==> config.mk <==
export PLATFORM = sky130hd
export DESIGN_NAME = ccr_comparator_control_routing
export DESIGN_NICKNAME = d
export VERILOG_FILES = /design/src/ccr_pkg.sv /design/src/ccr_comparator_control_routing.sv
export VERILOG_INCLUDE_DIRS = /design/src
export SDC_FILE = /design/constraint.sdc
export NUM_CORES = 1
export LEC_CHECK = 0
export ABC_AREA = 0
export ABC_CLOCK_PERIOD_IN_PS = 2100
export BUFFER_PORTS_ARGS = -buffer_cell sky130_fd_sc_hd__buf_2
export CORE_MARGIN = 2
export CORE_UTILIZATION = 41
export CTS_BUF_LIST = sky130_fd_sc_hd__clkbuf_2
export DETAILED_ROUTE_END_ITERATION = 8
export PLACE_DENSITY = 0.86
export SLEW_MARGIN = 20
export SYNTH_ARGS = -nofsm -noshare
export SYNTH_HDL_FRONTEND = slang
export SYNTH_SLANG_ARGS = --single-unit
==> constraint.sdc <==
create_clock -name i_clk -period 2.1 [get_ports i_clk]
set_input_delay 0.21 -clock i_clk [delete_from_list [all_inputs] [get_ports i_clk]]
set_output_delay 0.21 -clock i_clk [all_outputs]
set_load 0.03 [all_outputs]
==> src/ccr_params.svh <==
`ifndef CCR_PARAMS_SVH
`define CCR_PARAMS_SVH
// Peripheral base and register offset
`define CCR_BASE_ADDR 32'h4001_001C
`define CCR_CS_OFFSET 32'h0000_0000
// Control/status field positions
`define CCR_EN_BIT 0
`define CCR_SW_BIT 1
`define CCR_MODE_LSB 2
`define CCR_MSEL_LSB 4
`define CCR_OSEL_LSB 8
`define CCR_PL_BIT 11
`define CCR_HST_LSB 12
`define CCR_OUT_BIT 14
`define CCR_LK_BIT 15
// Writable bits of the control/status word (bit 7 and bit 14 excluded)
`define CCR_WR_MASK 16'hBF7F
`define CCR_CS_RESET 16'h0000
// Output route codes
`define CCR_OSEL_NONE 3'h0
`define CCR_OSEL_T0_BRK 3'h1
`define CCR_OSEL_T0_CAP 3'h2
`define CCR_OSEL_T0_CLR 3'h3
`define CCR_OSEL_T2_CAP 3'h6
`define CCR_OSEL_T2_CLR 3'h7
`endif

==> src/ccr_pkg.sv <==
package ccr_pkg;
	typedef enum logic [1:0] {
		SP_FAST, SP_MEDIUM, SP_LOW, SP_ULTRA_LOW
	} ccr_speed_t;
	typedef enum logic [1:0] {
		HY_NONE, HY_LOW, HY_MEDIUM, HY_HIGH
	} ccr_hyst_t;
	typedef enum logic [2:0] {
		IM_QUARTER, IM_HALF, IM_THREE_QUARTER, IM_FULL,
		IM_PIN_A4, IM_PIN_A5, IM_PIN_A0, IM_PIN_A2
	} ccr_minus_t;
	// Analog front-end settings
	typedef struct packed {
		logic enable;
		logic input_switch;
		ccr_speed_t speed_power_select;
		ccr_minus_t minus_select;
		ccr_hyst_t hysteresis_level;
	} ccr_analog_t;
	// Timer-side destinations
	typedef struct packed {
		logic first_timer_break;
		logic first_timer_capture0;
		logic first_timer_ref_clear;
		logic third_timer_capture0;
		logic third_timer_ref_clear;
	} ccr_timer_route_t;
endpackage

==> src/ccr_comparator_control_routing.sv <==
`timescale 1ns/100ps
`include "ccr_params.svh"
module ccr_comparator_control_routing (
	// Clock and shared reset
	input wire logic i_clk,
	input wire logic i_sys_rst,
	input wire logic i_cfg_clk_en,
	// Register port
	input wire logic i_sel,
	input wire logic i_wr,
	input wire logic [31:0] i_addr,
	input wire logic [31:0] i_wdata,
	output logic [31:0] o_rdata,
	// Analog core
	input wire logic i_raw_out,
	output ccr_pkg::ccr_analog_t o_analog,
	// Destinations
	output logic o_pin_out,
	output logic o_external_event_line,
	output ccr_pkg::ccr_timer_route_t o_timer_route
);
	logic [15:0] cs_reg;
	logic [15:0] cs_next;
	logic sync1_reg;
	logic sync2_reg;
	logic hit;
	logic pol_out;
	logic [2:0] osel;

	function automatic logic addr_hit(input logic [31:0] a);
		addr_hit = (a == (`CCR_BASE_ADDR + `CCR_CS_OFFSET));
	endfunction

	// Access qualified by shared clock enable
	assign hit = i_sel && i_cfg_clk_en && addr_hit(i_addr);

	always_comb begin
		cs_next = cs_reg;
		if (hit && i_wr && !cs_reg[`CCR_LK_BIT]) begin
			cs_next = (i_wdata[15:0] & `CCR_WR_MASK) | (cs_reg & ~`CCR_WR_MASK);
		end
	end

	always_ff @(posedge i_clk or posedge i_sys_rst) begin
		if (i_sys_rst) begin
			cs_reg <= `CCR_CS_RESET;
		end else begin
			cs_reg <= cs_next;
		end
	end

	always_ff @(posedge i_clk or posedge i_sys_rst) begin
		if (i_sys_rst) begin
			sync1_reg <= 1'b0;
			sync2_reg <= 1'b0;
		end else begin
			sync1_reg <= i_raw_out;
			sync2_reg <= sync1_reg;
		end
	end

	always_ff @(posedge i_clk or posedge i_sys_rst) begin
		if (i_sys_rst) begin
			o_rdata <= 32'h0000_0000;
		end else if (hit && !i_wr) begin
			o_rdata <= {16'h0000, cs_reg[15], sync2_reg, cs_reg[13:0]};
		end else begin
			o_rdata <= 32'h0000_0000;
		end
	end

	always_ff @(posedge i_clk or posedge i_sys_rst) begin
		if (i_sys_rst) begin
			o_analog <= '0;
		end else begin
			o_analog.enable <= cs_next[`CCR_EN_BIT];
			o_analog.input_switch <= cs_next[`CCR_SW_BIT];
			o_analog.speed_power_select <=
				ccr_pkg::ccr_speed_t'(cs_next[`CCR_MODE_LSB +: 2]);
			o_analog.minus_select <=
				ccr_pkg::ccr_minus_t'(cs_next[`CCR_MSEL_LSB +: 3]);
			o_analog.hysteresis_level <=
				ccr_pkg::ccr_hyst_t'(cs_next[`CCR_HST_LSB +: 2]);
		end
	end

	// Signal path needs no clock for deep sleep
	assign pol_out = i_raw_out ^ cs_reg[`CCR_PL_BIT];
	assign osel = cs_reg[`CCR_OSEL_LSB +: 3];
	assign o_pin_out = pol_out;
	assign o_external_event_line = pol_out;
	always_comb begin
		o_timer_route = '0;
		unique case (osel)
			`CCR_OSEL_T0_BRK: o_timer_route.first_timer_break = pol_out;
			`CCR_OSEL_T0_CAP: o_timer_route.first_timer_capture0 = pol_out;
			`CCR_OSEL_T0_CLR: o_timer_route.first_timer_ref_clear = pol_out;
			`CCR_OSEL_T2_CAP: o_timer_route.third_timer_capture0 = pol_out;
			`CCR_OSEL_T2_CLR: o_timer_route.third_timer_ref_clear = pol_out;
			default: o_timer_route = '0;
		endcase
	end

	a_lock_holds: assert property (@(posedge i_clk) disable iff (i_sys_rst)
		$past(cs_reg[`CCR_LK_BIT]) |-> cs_reg == $past(cs_reg))
		else $error("locked word changed");
	a_lock_sticky: assert property (@(posedge i_clk) disable iff (i_sys_rst)
		cs_reg[`CCR_LK_BIT] |=> cs_reg[`CCR_LK_BIT])
		else $error("lock cleared");
	a_write_takes: assert property (@(posedge i_clk) disable iff (i_sys_rst)
		hit && i_wr && !cs_reg[`CCR_LK_BIT] |=>
		cs_reg[11:8] == $past(i_wdata[11:8]))
		else $error("write lost");
	a_polarity_path: assert property (@(posedge i_clk) disable iff (i_sys_rst)
		o_pin_out == (i_raw_out ^ cs_reg[`CCR_PL_BIT]))
		else $error("polarity wrong");
	a_event_line: assert property (@(posedge i_clk) disable iff (i_sys_rst)
		o_external_event_line == o_pin_out)
		else $error("event line mismatch");
	a_route_none: assert property (@(posedge i_clk) disable iff (i_sys_rst)
		osel == `CCR_OSEL_NONE || osel == 3'h4 || osel == 3'h5 |->
		o_timer_route == '0)
		else $error("route leak");
	a_route_break: assert property (@(posedge i_clk) disable iff (i_sys_rst)
		osel == `CCR_OSEL_T0_BRK |-> o_timer_route.first_timer_break == pol_out)
		else $error("break route wrong");
	a_sync_delay: assert property (@(posedge i_clk) disable iff (i_sys_rst)
		##2 hit && !i_wr |=> o_rdata[`CCR_OUT_BIT] == $past(i_raw_out, 3))
		else $error("status sync wrong");

	// Register port behaviour
	a_rdata_idle: assert property (@(posedge i_clk) disable iff (i_sys_rst)
		!(hit && !i_wr) |=> o_rdata == 32'h0000_0000)
		else $error("read data not cleared");

	a_rdata_upper: assert property (@(posedge i_clk) disable iff (i_sys_rst)
		o_rdata[31:16] == 16'h0000)
		else $error("upper read bits set");

	a_rdata_rsvd: assert property (@(posedge i_clk) disable iff (i_sys_rst)
		o_rdata[7] == 1'b0)
		else $error("reserved read bit set");

	a_status_live: assert property (@(posedge i_clk) disable iff (i_sys_rst)
		hit && !i_wr |=> o_rdata[`CCR_OUT_BIT] == $past(sync2_reg))
		else $error("status bit not synced value");

	a_read_keeps: assert property (@(posedge i_clk) disable iff (i_sys_rst)
		hit && !i_wr |=> cs_reg == $past(cs_reg))
		else $error("read changed word");

	a_addr_decode: assert property (@(posedge i_clk) disable iff (i_sys_rst)
		hit |-> i_addr == `CCR_BASE_ADDR)
		else $error("wrong address decoded");

	a_miss_keeps: assert property (@(posedge i_clk) disable iff (i_sys_rst)
		!hit |=> cs_reg == $past(cs_reg))
		else $error("word changed without access");

	a_clken_blocks: assert property (@(posedge i_clk) disable iff (i_sys_rst)
		!i_cfg_clk_en |=> cs_reg == $past(cs_reg))
		else $error("access without clock enable");

	a_status_ro: assert property (@(posedge i_clk) disable iff (i_sys_rst)
		cs_reg[`CCR_OUT_BIT] == 1'b0 && cs_reg[7] == 1'b0)
		else $error("read-only bits stored");

	// Write protection
	a_lock_sets: assert property (@(posedge i_clk) disable iff (i_sys_rst)
		hit && i_wr && !cs_reg[`CCR_LK_BIT] && i_wdata[`CCR_LK_BIT] |=> cs_reg[`CCR_LK_BIT])
		else $error("lock not set");

	a_lock_ignores: assert property (@(posedge i_clk) disable iff (i_sys_rst)
		hit && i_wr && cs_reg[`CCR_LK_BIT] |=> cs_reg == $past(cs_reg))
		else $error("write through lock");

	a_write_low: assert property (@(posedge i_clk) disable iff (i_sys_rst)
		hit && i_wr && !cs_reg[`CCR_LK_BIT] |=> cs_reg[6:0] == $past(i_wdata[6:0]))
		else $error("low fields not written");

	a_write_hyst: assert property (@(posedge i_clk) disable iff (i_sys_rst)
		hit && i_wr && !cs_reg[`CCR_LK_BIT] |=> cs_reg[13:12] == $past(i_wdata[13:12]))
		else $error("hysteresis not written");

	a_write_pol: assert property (@(posedge i_clk) disable iff (i_sys_rst)
		hit && i_wr && !cs_reg[`CCR_LK_BIT] |=> cs_reg[11] == $past(i_wdata[11]))
		else $error("polarity not written");

	// Analog settings follow the stored word
	a_enable_field: assert property (@(posedge i_clk) disable iff (i_sys_rst)
		o_analog.enable == cs_reg[`CCR_EN_BIT])
		else $error("enable mismatch");

	a_switch_field: assert property (@(posedge i_clk) disable iff (i_sys_rst)
		o_analog.input_switch == cs_reg[`CCR_SW_BIT])
		else $error("switch mismatch");

	a_speed_fast: assert property (@(posedge i_clk) disable iff (i_sys_rst)
		cs_reg[3:2] == 2'b00 |-> o_analog.speed_power_select == ccr_pkg::SP_FAST)
		else $error("fast mode wrong");

	a_speed_slow: assert property (@(posedge i_clk) disable iff (i_sys_rst)
		cs_reg[3:2] == 2'b11 |-> o_analog.speed_power_select == ccr_pkg::SP_ULTRA_LOW)
		else $error("slow mode wrong");

	a_minus_field: assert property (@(posedge i_clk) disable iff (i_sys_rst)
		3'(o_analog.minus_select) == cs_reg[6:4])
		else $error("minus select mismatch");

	a_hyst_none: assert property (@(posedge i_clk) disable iff (i_sys_rst)
		cs_reg[13:12] == 2'b00 |-> o_analog.hysteresis_level == ccr_pkg::HY_NONE)
		else $error("hysteresis not off");

	a_hyst_high: assert property (@(posedge i_clk) disable iff (i_sys_rst)
		cs_reg[13:12] == 2'b11 |-> o_analog.hysteresis_level == ccr_pkg::HY_HIGH)
		else $error("hysteresis not high");

	// Output routing
	a_route_cap0: assert property (@(posedge i_clk) disable iff (i_sys_rst)
		osel == `CCR_OSEL_T0_CAP |-> o_timer_route.first_timer_capture0 == pol_out)
		else $error("first capture route wrong");

	a_route_clr0: assert property (@(posedge i_clk) disable iff (i_sys_rst)
		osel == `CCR_OSEL_T0_CLR |-> o_timer_route.first_timer_ref_clear == pol_out)
		else $error("first clear route wrong");

	a_route_cap2: assert property (@(posedge i_clk) disable iff (i_sys_rst)
		osel == `CCR_OSEL_T2_CAP |-> o_timer_route.third_timer_capture0 == pol_out)
		else $error("third capture route wrong");

	a_route_clr2: assert property (@(posedge i_clk) disable iff (i_sys_rst)
		osel == `CCR_OSEL_T2_CLR |-> o_timer_route.third_timer_ref_clear == pol_out)
		else $error("third clear route wrong");

	a_route_single: assert property (@(posedge i_clk) disable iff (i_sys_rst)
		$onehot0(o_timer_route))
		else $error("more than one route");

	a_route_and_pin: assert property (@(posedge i_clk) disable iff (i_sys_rst)
		o_timer_route != '0 |-> o_pin_out)
		else $error("pin lost while routed");

	// Polarity reaches every destination
	a_pin_plain: assert property (@(posedge i_clk) disable iff (i_sys_rst)
		!cs_reg[`CCR_PL_BIT] |-> o_pin_out == i_raw_out)
		else $error("pin not plain");

	a_pin_invert: assert property (@(posedge i_clk) disable iff (i_sys_rst)
		cs_reg[`CCR_PL_BIT] |-> o_pin_out == !i_raw_out)
		else $error("pin not inverted");

	a_break_invert: assert property (@(posedge i_clk) disable iff (i_sys_rst)
		cs_reg[`CCR_PL_BIT] && osel == `CCR_OSEL_T0_BRK |->
		o_timer_route.first_timer_break == !i_raw_out)
		else $error("break not inverted");

	a_event_invert: assert property (@(posedge i_clk) disable iff (i_sys_rst)
		cs_reg[`CCR_PL_BIT] |-> o_external_event_line == !i_raw_out)
		else $error("event not inverted");

	// Synchroniser stages
	a_sync_first: assert property (@(posedge i_clk) disable iff (i_sys_rst)
		!$past(i_sys_rst) |-> sync1_reg == $past(i_raw_out))
		else $error("first stage wrong");

	a_sync_second: assert property (@(posedge i_clk) disable iff (i_sys_rst)
		!$past(i_sys_rst) |-> sync2_reg == $past(sync1_reg))
		else $error("second stage wrong");
endmodule // ccr_comparator_control_routing

==> flow_summary.toml, run 1 <==
[timing]
finalHoldViolations = 0
period_share = 0.901
rsz0062_at_grt = "false"
finalCriticalPeriod_ns = 1.89
finClkSkew_ns = 0.0185
report.final.slew_viol_count = 0
worst_slack_ns = 0.209
tightestPinTransition_ns = 0.791
max_freq_mhz = 529
setup_violations = 0
max_slew_margin = 0.472

[worst_setup_path]
cp-endpoint = "o_timer_route[1]"
crit_type = "primary input to primary output"
cp_common_cell = "buf_2"
cp_num_cells = 6
startpoint_type = "primary input"
crit_buf_inv = 3
reg2reg_slack_ns = 0.59
startpoint = "i_raw_out"
path_cells = "dlygate4sd3_1, buf_2, xor2_1, nand2_1, nor3b_1, buf_2"
crit_path_max_fanout = 4
rr_startpoint = "cs_reg[15]"
end_kind = "primary output"
cp.required_ns = 1.89
crit_slowest_cell = "dlygate4sd3_1"
reg2reg_depth = 4
crit_family = "buffers and inverters"
worst_ep_arrival_time_ns = 1.68
crit-reg2reg-capture = "cs_reg[13]"
critical-path-max-stage-delay_ns = 0.54

[global_route]
grt_pass1_vias = 990
grt_max_degree = 23
grt.total_usage = 0.139
antenna_found_initial = 0
grt_pass1_wl_um = 4420
grt_overflow = 0

[cells_and_area]
largest_reg_flops = 15
final_cell_mix = "82 x buf_2, 31 x dfrtp_1, 17 x conb_1"
nets = 271
n_antenna_cell = 0
layoutNonFillerInstCount = 250
final_layout_size_suffix_gt1_frac = 0.569
syn2layout_area_growth_pct = 29.7
layout_commonest_cell = "buf_2"
fillers = 304

[floorplanning]
die_area_mm2 = 0.00418
design.core.area_mm2 = 0.00361
num_rows = 22
initial_core_util = 0.418
io_pins = 118
die_x_um = 64.6
die_height_um = 64.6

[route]
totalWireLength_um = 2810
drcViolationCount = 0
viasPerCell = 4.20
initialDrtViolationCount = 71
drtAntennaViolNets = 0
num_vias = 1050
post_drt_wl_per_cell_um = 11.2
first_pass_iters = 3

[hold_path]
min_path_type = "primary input to flop"

[power]
powerDensity_mw_per_mm2 = 563
total_leakage_power_nw = 1.15
ir_worst_vdd_mv = 0.234
total_power_w = 0.00110

[placed_design]
dp_hpwl_um = 2340
dpl_worst_slack_ns = 0.181
place_inst = 240
portBuffers = 82
globalplace.congestion = 0.757

[clock_network]
clockBufferDepth = 2
clockRootBuffer = "clkbuf_2"
clock_sinks = 31
clock_latency_ns = 0.35
numCtsBuffers = 5
ctsResizeCount = 0
clk_pin_slew_ns = 0.16
cts_tree = "built"
htree_levels = 2

[synthesis]
ys_types = 24
yosysWarnings = 0
synth-seq-cells = 31
ys_seq_area_frac = 0.515
syn-instance-count = 116
syn_avg_cell_area_um2 = 13.0
synth_area_mm2 = 0.00151

[run_status]
status = "finished, final reports clean"

[run]
max_cap_violations = 0
[layer usage]
| metal | share of wire | global-route usage | routed length (um) |
|---|---|---|---|
| met1 | 0.40 | 0.159 | 1110 |
| met2 | 0.52 | 0.242 | 1450 |
| met3 | 0.078 | 0.0451 | 218 |
| met4 | 0.0096 | 0.0479 | 27 |
| met5 | 0 | 0 | 0 |
[layout make-up]
class | instances | area (um^2) | share of cell area
clock buffers | 5 | 25.0 | 0.0128
clock inverters | 3 | 38.8 | 0.0198
inverters | 1 | 3.75 | 0.00192
multi-input cells | 71 | 569 | 0.291
flip-flops and latches | 31 | 776 | 0.397
well taps | 48 | 60.1 | 0.0307
repair buffers | 91 | 483 | 0.247
[metrics by stage]
stage           util  area, um^2  setup TNS, ns  hold slack [ns]
6_report       0.542        1960              0           0.0861
2_1_floorplan      -        1570         -0.144            0.241
4_1_cts        0.542        1960              0           0.0643
5_1_grt        0.542        1960              0           0.0500
3_5_place_dp   0.519        1870              0            0.336
3_3_place_gp   0.519        1870              0            0.335
[cell families after synthesis]
logic type      count (synthesis)  synth area share
compound gates                  1           0.00581
xor+xnor                        1           0.00581
buf+inv                        30             0.152
flops                          31             0.515
mux                            13             0.122
other cells                     1           0.00249
simple gates                   39             0.198
[report_power, final]
part / switching (W) / total, W / internal, W
logic: 0.0000763 / 0.000121 / 0.0000451
clock network: 0.000185 / 0.000381 / 0.000196
registers: 0.000000355 / 0.000599 / 0.000599
total: 0.000262 / 0.00110 / 0.000840
[repair_timing]
action	in CTS	in global routing
hold endpoints to repair	21	0
setup buffers	0	0
hold buffers	2	0
[synthesized netlist by cell type]
cell type,n,area (um^2)
nand3b_4,1,20.0
nor4_4,2,42.5
nor3_1,2,10.0
nor4_1,4,25.0
xor2_1,1,8.76
nor3b_1,2,15.0
mux2_2,3,33.8
buf_4,28,210
and4b_1,1,10.0
nor2b_1,1,6.26
mux2_4,10,150
and2_1,15,93.8
nand2_1,3,11.3
a31o_2,1,8.76
nand4_1,2,12.5
nor4bb_1,1,10.0
buf_8,1,15.0
nor4b_1,2,17.5
or4b_4,1,13.8
conb_1,1,3.75
dfrtp_1,31,776
nor2_1,1,3.75
inv_1,1,3.75
nand2b_1,1,6.26
[worst min path at each step]
stage | startpoint | to | slack [ns] | depth (start not counted)
global placement | sync1_reg | sync2_reg | 0.33 | 0
detailed placement | sync1_reg | sync2_reg | 0.34 | 0
CTS | i_wdata[6] | cs_reg[6] | 0.06 | 2
floorplan | i_raw_out | sync1_reg | 0.24 | 0
global route | i_wdata[10] | cs_reg[10] | 0.05 | 2
finish | i_wdata[6] | cs_reg[6] | 0.09 | 2
Note: power is estimated with default switching activity, not from simulation.
==> run 2, diff against run 1 <==
--- a/config.mk
+++ b/config.mk
@@ -9,12 +9,14 @@
 export ABC_AREA = 0
 export ABC_CLOCK_PERIOD_IN_PS = 2100
 export BUFFER_PORTS_ARGS = -buffer_cell sky130_fd_sc_hd__buf_2
+export CAP_MARGIN = 25
+export CELL_PAD_IN_SITES_DETAIL_PLACEMENT = 1
+export CELL_PAD_IN_SITES_GLOBAL_PLACEMENT = 2
 export CORE_MARGIN = 2
-export CORE_UTILIZATION = 41
+export CORE_UTILIZATION = 23
 export CTS_BUF_LIST = sky130_fd_sc_hd__clkbuf_2
 export DETAILED_ROUTE_END_ITERATION = 8
 export PLACE_DENSITY = 0.86
-export SLEW_MARGIN = 20
 export SYNTH_ARGS = -nofsm -noshare
 export SYNTH_HDL_FRONTEND = slang
 export SYNTH_SLANG_ARGS = --single-unit
==> run 2 against run 1 <==
  * Via count increased by 3.8%
  * Global-route usage decreased by 4.1 points
  * Critical endpoint unchanged
  * Combinational power about the same
  * Clock skew decreased by 0.0042 ns
  * Non-clock buffer count decreased by 1
  * Clock-buffer cell count unchanged
  * Worst setup slack got worse by 0.037 ns
  * Die area increased by 73%
  * Register-to-register slack got worse by 0.05 ns
  * Sequential share of layout area decreased by 0.82 points
==> flow_summary.toml, run 2 (same netlist as run 1, synthesis figures left out) <==
[placed_design]
globalplace.congestion = 0.672
dpl_cell_area_mm2 = 0.00191
portBuffers = 82
dp_hpwl_um = 2740
dpl_worst_slack_ns = 0.158

[route]
first_pass_iters = 4
initialDrtViolationCount = 25
drtAntennaViolNets = 0
num_vias = 1090
viasPerCell = 3.92
drcViolationCount = 0
totalWireLength_um = 3450
post_drt_wl_per_cell_um = 12.4

[timing]
setup_violations = 0
hold_ws_ns = 0.0609
worst_slack_ns = 0.172
finClkSkew_ns = 0.0144
finalCriticalPeriod_ns = 1.93
finalHoldViolations = 0
rsz0062_at_grt = "false"
max_freq_mhz = 519
report.final.slew_viol_count = 0
period_share = 0.918

[global_route]
grt_use_met1 = 0.111
grt_pass1_wl_um = 5490
antenna_found_initial = 0
grt.total_usage = 0.0977
grt_max_degree = 32
grt.busiest_layer = "met2"
grt_pass1_vias = 1177
met2_usage = 0.175
grt_overflow = 0
met3_usage = 0.0233

[clock_network]
clockRootBuffer = "clkbuf_2"
numCtsBuffers = 5
clock_latency_ns = 0.36
ctsResizeCount = 0
clock_sinks = 31
cts_setup_buffers = 0
cts_tree = "built"
clockBufferDepth = 2
htree_levels = 2
clk_pin_slew_ns = 0.18

[cells_and_area]
final_area_mm2 = 0.00200
syn2layout_area_growth_pct = 32.4
post-route-util = 0.314
layout_commonest_cell = "buf_2"
final_layout_size_suffix_gt1_frac = 0.567
n_antenna_cell = 0
largest_reg_flops = 15
nets = 270
final_cell_mix = "82 x buf_2, 31 x dfrtp_1, 17 x conb_1"

[run]
max_cap_violations = 0

[floorplanning]
die_x_um = 85.0
num_rows = 29
io_pins = 118
initial_core_util = 0.237
die_area_mm2 = 0.00722
design.core.area_mm2 = 0.00635
die_height_um = 85.0

[worst_setup_path]
cp.required_ns = 1.89
worst_ep_arrival_time_ns = 1.72
crit_type = "primary input to primary output"
end_kind = "primary output"
crit_path_max_fanout = 4
startpoint_type = "primary input"

[power]
total_power_w = 0.00113
powerDensity_mw_per_mm2 = 564
ir_worst_vdd_mv = 0.263
total_leakage_power_nw = 1.15

[run_status]
status = "finished, final reports clean"

[hold_path]
min_path_type = "primary input to flop"
[run 2: changes by cell type in the layout (fill, tap and decap cells not counted), sizes merged]
cell and delta:
buf -1
[run 2: metal layers]
layer / vias to the layer above / wire [um]
li1: 522 / -
met1: 514 / 1400
met2: 47 / 1790
met3: 7 / 191
met4: 0 / 62
met5: - / 0
[run 2: critical path, stage by stage]
cell           delay [ns]
dlygate4sd3_1        0.53
buf_2                0.13
xor2_1               0.24
nand2_1              0.16
nor3b_1              0.22
buf_2                0.23
[run 2: what timing repair did]
item / in CTS / in global routing
setup endpoints to repair: 0 / 0
endpoints found under the hold margin: 32 / 0
hold buffers: 2 / 0
[run 2: where the power goes]
group	internal, W	switching (W)
Combinational	0.0000450	0.0000763
Sequential	0.000599	0.000000330
Clock	0.000196	0.000209
Total	0.000840	0.000286
[run 2: final timing paths]
check | start | to | slack, ns | cells after the start
setup / recovery | i_raw_out | o_timer_route[1] | 0.17 | 6
hold / removal | i_wdata[3] | cs_reg[3] | 0.06 | 2
setup reg to reg | cs_reg[15] | cs_reg[13] | 0.54 | 4
hold reg to reg | sync1_reg | sync2_reg | 0.37 | 0
max in group asynchronous | i_sys_rst | cs_reg[13] | 1.34 | 4
min in group asynchronous | i_sys_rst | o_rdata[0] | 0.45 | 4
[run 2: final cells by class]
cell class	count	area (um^2)
timing repair buffer	90	488
sequential	31	776
clock inverter	3	38.8
multi-input combinational	71	569
clock buffer	5	25.0
fill	744	4350
tap	77	96.3
inverter	1	3.75
[run 2: through the flow]
step | std cells | TNS (ns)
floorplan | 132 | -0.144
global placement | 268 | 0
detailed placement | 268 | 0
global route | 278 | 0
finish | 278 | 0
CTS | 278 | 0
